`src/iaf_consts.vh`:
```
// constants for the input assembly framer: layouts, apb map, reset values
// assumes apb slave with 32-bit data, one word per register
// How it works
// - basic frame length is five plus result
// - layout 101 length one to 264
// - layout 101 user data from byte 9
// - layout 101 fragment bytes at 2,3,4
// - layout 101 result length low 7, high 8
// - layout 102 length one to 265
// - layout 102 user data from byte 10
// - layout 100 length up to 260
// - frames sent cyclically, status byte first
`ifndef IAF_CONSTS_VH
`define IAF_CONSTS_VH
`define IAF_INST_BASIC   8'd100
`define IAF_INST_EXT1    8'd101
`define IAF_INST_EXT2    8'd102
`define IAF_HDR_BASIC    9'd5
`define IAF_HDR_EXT1     9'd9
`define IAF_HDR_EXT2     9'd10
`define IAF_MAX_BASIC    9'd260
`define IAF_MAX_EXT1     9'd264
`define IAF_MAX_EXT2     9'd265
`define IAF_MIN_LEN      9'd1
`define IAF_REG_CTRL     12'h000
`define IAF_REG_FRAG     12'h004
`define IAF_REG_RES      12'h008
`define IAF_REG_EVT      12'h00c
`define IAF_REG_STAT     12'h010
`define IAF_REG_SW       12'h014
`define IAF_CTRL_RST     32'h0000_0000
`define IAF_FIFO_DEPTH   32
`endif

```
`src/iaf_fifo.v`:
```
// iaf_fifo: synchronous fifo with valid/ready on both sides
// assumes one clock; clock enable freezes all state
`timescale 1ns/1ps
module iaf_fifo #(
   parameter W = 8,
   parameter D = 32,
   parameter AW = 5
) (
   // clock and reset
   input  wire         clk_i,
   input  wire         rst_i,
   input  wire         ce_i,
   // write side
   input  wire [W-1:0] wdata_i,
   input  wire         wvalid_i,
   output wire         wready_o,
   // read side
   output wire [W-1:0] rdata_o,
   output wire         rvalid_o,
   input  wire         rready_i,
   // level
   output wire [AW:0]  count_o
);
   reg [W-1:0] mem [0:D-1];
   reg [AW:0]  wp_q;
   reg [AW:0]  rp_q;
   wire        wr = wvalid_i & wready_o & ce_i;
   wire        rd = rvalid_o & rready_i & ce_i;
   assign count_o  = wp_q - rp_q;
   assign wready_o = (count_o != D[AW:0]);
   assign rvalid_o = (count_o != {(AW+1){1'b0}});
   assign rdata_o  = mem[rp_q[AW-1:0]];
   always @(posedge clk_i) begin
      if (wr) begin
         mem[wp_q[AW-1:0]] <= wdata_i;
      end
   end
   always @(posedge clk_i or posedge rst_i) begin
      if (rst_i) begin
         wp_q <= {(AW+1){1'b0}};
         rp_q <= {(AW+1){1'b0}};
      end else begin
         if (wr) begin
            wp_q <= wp_q + 1'b1;
         end
         if (rd) begin
            rp_q <= rp_q + 1'b1;
         end
      end
   end
endmodule

```
`src/iaf_framer.v`:
```
// iaf_framer: builds cyclic input assembly frames as a byte stream
// assumes apb master for config/status, result bytes pushed on a byte stream
//
// The placing of the registers and the APB register port were decided locally.
`timescale 1ns/1ps
`include "iaf_consts.vh"
module iaf_framer #(
   parameter DEPTH = `IAF_FIFO_DEPTH,
   parameter AW    = 5
) (
   // clock, reset, enable
   input  wire        clk_i,
   input  wire        rst_i,
   input  wire        ce_i,
   // apb slave
   input  wire        psel_i,
   input  wire        penable_i,
   input  wire        pwrite_i,
   input  wire [11:0] paddr_i,
   input  wire [31:0] pwdata_i,
   output reg  [31:0] prdata_o,
   output wire        pready_o,
   output wire        pslverr_o,
   // result data in
   input  wire [7:0]  res_data_i,
   input  wire        res_valid_i,
   output wire        res_ready_o,
   // event pulses and switch state levels
   input  wire        ev_accept_i,
   input  wire        ev_reject_i,
   input  wire        ev_new_result_i,
   input  wire [1:0]  sw_cmp_ev_i,
   input  wire [1:0]  sw_io_i,
   input  wire [1:0]  sw_cmp_i,
   // frame out
   output reg  [7:0]  frm_data_o,
   output wire        frm_valid_o,
   output wire        frm_sof_o,
   output wire        frm_eof_o,
   input  wire        frm_ready_i
);
   localparam S_IDLE = 2'd0;
   localparam S_SEND = 2'd1;
   // control: [0] enable, [2:1] layout sel, [17:9] configured length
   reg  [31:0] ctrl_q;
   reg  [31:0] frag_q;   // [7:0] number, [15:8] remaining, [23:16] size
   reg  [31:0] res_q;    // [7:0] count, [15:8] flags, [31:16] length
   reg  [7:0]  stat_q;   // device status, [12:10] error code in evt
   reg  [2:0]  err_q;
   reg         tg_acc_q;
   reg         tg_rej_q;
   reg         tg_new_q;
   reg  [1:0]  tg_sw_q;
   reg  [1:0]  st_q;
   reg  [8:0]  idx_q;
   reg  [31:0] frames_q;
   reg  [7:0]  hb;
   wire [1:0]  lay  = ctrl_q[2:1];
   wire [8:0]  clen = ctrl_q[17:9];
   wire [8:0]  hdr  = (lay == 2'd2) ? `IAF_HDR_EXT2 : (lay == 2'd1) ? `IAF_HDR_EXT1 : `IAF_HDR_BASIC;
   wire [8:0]  lmax = (lay == 2'd2) ? `IAF_MAX_EXT2 : (lay == 2'd1) ? `IAF_MAX_EXT1 : `IAF_MAX_BASIC;
   // out-of-range length falls back to the minimum of one byte
   wire [8:0]  flen = (clen < `IAF_MIN_LEN || clen > lmax) ? `IAF_MIN_LEN : clen;
   wire [7:0]  fifo_q;
   wire        fifo_v;
   wire        in_data = (idx_q >= hdr);
   wire        fifo_rd = (st_q == S_SEND) && in_data && frm_ready_i && ce_i;
   // apb: zero-wait answer, unmapped reads zero with error
   wire        acc  = psel_i & penable_i & ce_i;
   wire        wr   = acc & pwrite_i;
   reg         hit;
   reg  [31:0] rdat_d;
   assign pready_o  = 1'b1;
   assign pslverr_o = psel_i & penable_i & ~hit;
   // read mux feeds a flop loaded in the setup cycle, so read data is registered
   // and still answers with zero wait states
   always @* begin
      hit = 1'b1;
      rdat_d = 32'h0000_0000;
      if (paddr_i == `IAF_REG_CTRL) begin
         rdat_d = ctrl_q;
      end else if (paddr_i == `IAF_REG_FRAG) begin
         rdat_d = frag_q;
      end else if (paddr_i == `IAF_REG_RES) begin
         rdat_d = res_q;
      end else if (paddr_i == `IAF_REG_EVT) begin
         rdat_d = {19'h0, err_q, tg_sw_q, tg_new_q, tg_rej_q, tg_acc_q, 5'h0};
      end else if (paddr_i == `IAF_REG_STAT) begin
         rdat_d = {24'h0, stat_q};
      end else if (paddr_i == `IAF_REG_SW) begin
         rdat_d = frames_q;
      end else begin
         hit = 1'b0;
      end
   end
   // header byte mux per layout
   always @* begin
      hb = 8'h00;
      if (idx_q == 9'd0) begin
         hb = stat_q;
      end else if (lay == 2'd0) begin
         case (idx_q)
            9'd1: hb = res_q[7:0];
            // new-result toggle takes flag bit 4
            9'd2: hb = {2'b00, res_q[13], tg_new_q, res_q[11:8]};
            9'd3: hb = res_q[23:16];
            9'd4: hb = res_q[31:24];
            default: hb = 8'h00;
         endcase
      end else begin
         // second extended layout shifts everything by one switching byte
         case (idx_q - ((lay == 2'd2) ? 9'd1 : 9'd0))
            9'd1: hb = {1'b0, err_q, 2'b00, tg_rej_q, tg_acc_q};
            9'd2: hb = frag_q[7:0];
            9'd3: hb = frag_q[15:8];
            9'd4: hb = frag_q[23:16];
            9'd5: hb = res_q[7:0];
            9'd6: hb = {2'b00, res_q[13], tg_new_q, res_q[11:8]};
            9'd7: hb = res_q[23:16];
            9'd8: hb = res_q[31:24];
            default: hb = 8'h00;
         endcase
         if (lay == 2'd2 && idx_q == 9'd1) begin
            hb = {1'b0, tg_sw_q[1], sw_cmp_i[1], sw_io_i[1], 1'b0, tg_sw_q[0], sw_cmp_i[0], sw_io_i[0]};
         end
      end
   end
   assign frm_valid_o = (st_q == S_SEND) && (!in_data || fifo_v);
   assign frm_sof_o   = (st_q == S_SEND) && (idx_q == 9'd0);
   assign frm_eof_o   = (st_q == S_SEND) && (idx_q == flen - 9'd1);
   always @* begin
      frm_data_o = in_data ? fifo_q : hb;
   end
   always @(posedge clk_i or posedge rst_i) begin
      if (rst_i) begin
         ctrl_q   <= `IAF_CTRL_RST;
         frag_q   <= 32'h0000_0000;
         res_q    <= 32'h0000_0000;
         stat_q   <= 8'h00;
         err_q    <= 3'h0;
         tg_acc_q <= 1'b0;
         tg_rej_q <= 1'b0;
         tg_new_q <= 1'b0;
         tg_sw_q  <= 2'b00;
         st_q     <= S_IDLE;
         idx_q    <= 9'd0;
         frames_q <= 32'h0000_0000;
         prdata_o <= 32'h0000_0000;
      end else if (ce_i) begin
         if (psel_i && !penable_i) begin
            prdata_o <= rdat_d;
         end
         if (wr && paddr_i == `IAF_REG_CTRL) begin
            ctrl_q <= {14'h0, pwdata_i[17:0]};
         end
         if (wr && paddr_i == `IAF_REG_FRAG) begin
            frag_q <= {8'h0, pwdata_i[23:0]};
         end
         if (wr && paddr_i == `IAF_REG_RES) begin
            res_q <= pwdata_i;
         end
         if (wr && paddr_i == `IAF_REG_EVT) begin
            err_q <= pwdata_i[12:10];
         end
         if (wr && paddr_i == `IAF_REG_STAT) begin
            stat_q <= pwdata_i[7:0];
         end
         // each event pulse flips its bit once
         if (ev_accept_i) begin
            tg_acc_q <= ~tg_acc_q;
         end
         if (ev_reject_i) begin
            tg_rej_q <= ~tg_rej_q;
         end
         if (ev_new_result_i) begin
            tg_new_q <= ~tg_new_q;
         end
         tg_sw_q <= tg_sw_q ^ sw_cmp_ev_i;
         case (st_q)
            S_IDLE: begin
               if (ctrl_q[0]) begin
                  st_q  <= S_SEND;
                  idx_q <= 9'd0;
               end
            end
            S_SEND: begin
               if (frm_valid_o && frm_ready_i) begin
                  if (frm_eof_o) begin
                     st_q     <= S_IDLE;
                     idx_q    <= 9'd0;
                     frames_q <= frames_q + 32'd1;
                  end else begin
                     idx_q <= idx_q + 9'd1;
                  end
               end
            end
            default: st_q <= S_IDLE;
         endcase
      end
   end
   iaf_fifo #(.W(8), .D(DEPTH), .AW(AW)) u_fifo (
      .clk_i    (clk_i),
      .rst_i    (rst_i),
      .ce_i     (ce_i),
      .wdata_i  (res_data_i),
      .wvalid_i (res_valid_i),
      .wready_o (res_ready_o),
      .rdata_o  (fifo_q),
      .rvalid_o (fifo_v),
      .rready_i (fifo_rd),
      .count_o  ()
   );
endmodule

```
`config.mk`:
```
export PLATFORM = sky130hd
export DESIGN_NAME = iaf_framer
export DESIGN_NICKNAME = d
export VERILOG_FILES = /design/src/iaf_fifo.v /design/src/iaf_framer.v
export VERILOG_INCLUDE_DIRS = /design/src
export SDC_FILE = /design/constraint.sdc
export NUM_CORES = 1
export LEC_CHECK = 0
export ABC_AREA = 1
export BUFFER_PORTS_ARGS = -buffer_cell sky130_fd_sc_hd__buf_2
export CAP_MARGIN = 20
export CELL_PAD_IN_SITES_DETAIL_PLACEMENT = 2
export CELL_PAD_IN_SITES_GLOBAL_PLACEMENT = 2
export CORE_MARGIN = 2
export CORE_UTILIZATION = 39
export DETAILED_ROUTE_END_ITERATION = 10
export GPL_TIMING_DRIVEN = 1
export PLACE_DENSITY = 0.75
export SKIP_LAST_GASP = 1
export SLEW_MARGIN = 20
export SYNTH_ARGS = -nofsm -noshare
export SYNTH_HDL_FRONTEND = slang
export SYNTH_SLANG_ARGS = --single-unit
```
`constraint.sdc`:
```
create_clock -name clk_i -period 5.99 [get_ports clk_i]
set_clock_uncertainty 0.15 [all_clocks]
set_input_delay 0.2995 -clock clk_i [delete_from_list [all_inputs] [get_ports clk_i]]
set_output_delay 0.2995 -clock clk_i [all_outputs]
set_load 0.01 [all_outputs]
```
==> metrics <==
die width 233 microns; Mapped Nets 2258; drt first pass iters 5; Storage cell area around 12000 sq um; reg2reg setup slack approximately 1.5 ns; critical path's largest stage delay 0.56 ns; Main synth FF type edfxtp_1; cell-by-cell trace of the critical path inv_1 -> ha_1 -> ha_1 -> ha_1 -> nand2_1 -> inv_1 -> nand2_1 -> nand3_1 -> nor2_1 -> nand4_1 -> nor2_1 -> nor2_1 -> nand4_1 -> nand3_1 -> nor2_1 -> o21ai_0 -> nand2_1 -> buf_2; grt ovf 0; Net Sw Frac 25.7%; Routed WL 77200 microns; CP most frequent cell nor2_1; ANT cells 0; r2r startpoint u_fifo.rp_q[3]$_DFFE_PP0P_; row count 83; Post-DP Area 21600 sq um; XOR/XNOR Fraction of Synth Area 1.29%; H-tree levels 2; area growth from synthesis to layout 16.4%; Synth Cell Area ~20000 sq um; largest net degree at the start of global routing between 100 and 150; Starting Density 39.7%; most common cell in the netlist nand2_1; compound-gate portion of the synthesized area between 10% and 20%; area of the multi-input gates 7220 sq um; Clock Path Buffers 3; hold path endpoint prdata_o[5]$_DFFE_PP0P_; Synth cell types 53; post-synthesis instance total 2162; post-route clock period utilization around three quarters; Final Slew Violations 0; IO Count 115; R2R depth 11; fmax 221 MHz; Seq pwr share 46.3%; share of layout cells above drive strength 1 11.3%; Area contributors post-synth edfxtp_1 38%, dfrtp_1 22%, nand2_1 8.4%; Initial DRC Count ~1200; Worst slew margin 34.9%; design area 23800 sq um; CTS buffer count 49; register area share after synthesis 59.2%; Synth Area in Simple Gates 18.7%; critical path data arrival time 4.08 ns; first-pass GRT wire length 117000 microns; Post-synth EDFFs 256; routed length per placed instance 25.6 microns; cell taking the most area after synthesis edfxtp_1; Slowest-stage cell, CP nor2_1; Worst EP required 5.54 ns; Int Power between 5000 and 6000 uW; # fillers 5504; die area 54200 sq um; Synth Register Bits 432; r2r endpoint u_fifo.mem[20][0]$_DFFE_PP_; Die Y-Extent 233 microns; Adder-Cell Fraction of Synth Area roughly 1.7%; Hold Path Class primary input to flop; Hold Vio Cnt, Final 0; syn_area_per_cell 9.45 sq um; Min-Delay Path Depth 5; PortBufs ~110; Worst Path Max Fanout 8; Post-DP HPWL 52600 microns; setup TNS 0 ns; RePlAce Congestion 0.904; Max-cap violations 0; fin nets 2389; Synth top cells by count 455 x nand2_1, 291 x o21ai_0, 256 x edfxtp_1; clock root buffer clkbuf_16; DRT antenna net count 0; antenna violations before repair 1; Synth async-reset ratio 40.7%; final setup fails 0; Num Clock Sinks 432; vias after detailed routing ~17000; cell area power density 306 nW/um^2; main combinational cell family by area after synthesis simple AND/OR/NAND/NOR gates; crit path launch ctrl_q[1]$_DFFE_PP0P_; Setup Crit Path Kind flop to primary output; status finished clean; RSZ-0062 raised after global routing false; Overall Global Routing Usage 28.9%; clock latency on the worst-skew pair 0.62 ns; yosys warns 0; leakage 0.00948 uW; worst slew pin tran a little under 1 ns; CTS tree yes; Hold Startpoint psel_i; vias in the first global route 18700; mux contribution to synthesized area 0.441%; min Tclk post-route approximately 4.5 ns; worst vdd ir 0.278 mV; Via density 5.62; combinational share of power 8.7%; core area 51500 sq um; part of the power in the clock network 45.0%; # resized after CTS 0; setup ws final 1.46 ns; crit path launch type flop; dpl ws 1.50 ns; Yosys top cell area share 37.6%; DRC 0; P_sw ~1900 uW; Worst-path clk slew 0.06 ns; CP endpoint kind primary output
cell type report:
cell class	count	share of cell area, %
multi-input combinational	1442	30.4
timing repair buffer	176	4.85
clock inverter	32	1.85
sequential	432	50.9
inverter	192	3.07
clock buffer	58	5.42
tap	680	3.58
timing repair:
item,in CTS,in global routing
hold buffers,41,0
endpoints found under the hold margin,132,0
buffers inserted,0,0
layer usage:
metal	GRT usage, %	up-vias	part of all wire [%]
met3	3.27	143	3.6
met1	34.6	8704	41
li1	-	7707	-
met2	52.6	376	52
met4	11.7	0	4.0
met5	0	-	0
worst max-delay path by stage:
stage,depth (start not counted),end
global placement,26,frames_q[26]$_DFFE_PP0P_
CTS,24,frm_eof_o
floorplan,1,ctrl_q[0]$_DFFE_PP0P_
global route,24,frm_eof_o
detailed placement,26,frames_q[21]$_DFFE_PP0P_
finish,18,frm_data_o[6]
state kept, by name, summed over array words and instances, names as in the netlist:
name,count
tg_acc_q,1
u_fifo.rp_q,6
ctrl_q,18
idx_q,9
err_q,3
tg_rej_q,1
tg_sw_q,2
st_q,1
tg_new_q,1
prdata_o,32
frames_q,32
u_fifo.wp_q,6
frag_q,24
res_q,32
u_fifo.mem,256
stat_q,8
per-stage QoR:
stage	hold WS (ns)	utilization [%]	total power (uW)	instances
after floorplan	0.248	-	3730	2162
after global placement	0.161	42.0	4000	2880
after detailed placement	0.169	42.0	4030	2880
final	0.0486	46.2	7280	3012
after global routing	0.0894	46.2	7490	3012
after CTS	0.00697	46.1	7340	3011
kinds of logic after synthesis:
kind of cell,Yosys count
DFF,432
buffers and inverters,288
adders and majority gates,27
muxes,8
AOI/OAI and AO/OA,471
and+or+nand+nor,905
xor gates and xnor gates,30
other,1
critical path, delay by kind of cell (launching register included):
family / cells / cell delay [ns]
and+or+nand+nor: 11 / 1.90
AOI/OAI and AO/OA: 1 / 0.23
adders and majority gates: 3 / 0.69
DFF: 1 / 0.37
buffers and inverters: 3 / 0.30
power by group through the flow:
| stage | Clock, uW | Combinational (uW) | Sequential (uW) |
|---|---|---|---|
| 6_report | 3280 | 637 | 3370 |
| 5_1_grt | 3410 | 697 | 3380 |
| 4_1_cts | 3340 | 636 | 3370 |
| 3_5_place_dp | 0 | 607 | 3420 |
| 3_3_place_gp | 0 | 582 | 3420 |
| 2_1_floorplan | 0 | 367 | 3370 |
cell usage in the layout (no fill, tap or decap), types with 10 or more instances in the layout:
cell	n
a21oi_1	43
inv_1	177
clkinv_2	10
o211ai_1	11
o22ai_1	55
nor2_1	250
buf_2	113
nand4_1	40
o21ai_0	291
dfrtp_1	175
dlygate4sd3_1	41
bufinv_16	10
nor3_1	18
clkinv_1	16
nand3_1	101
clkbuf_16	49
ha_1	27
o221ai_1	32
xor2_1	24
a221oi_1	13
edfxtp_1	256
nand2_1	454
buf_4	20
nor4_1	11
No activity file was read; power rests on OpenSTA's default activity.
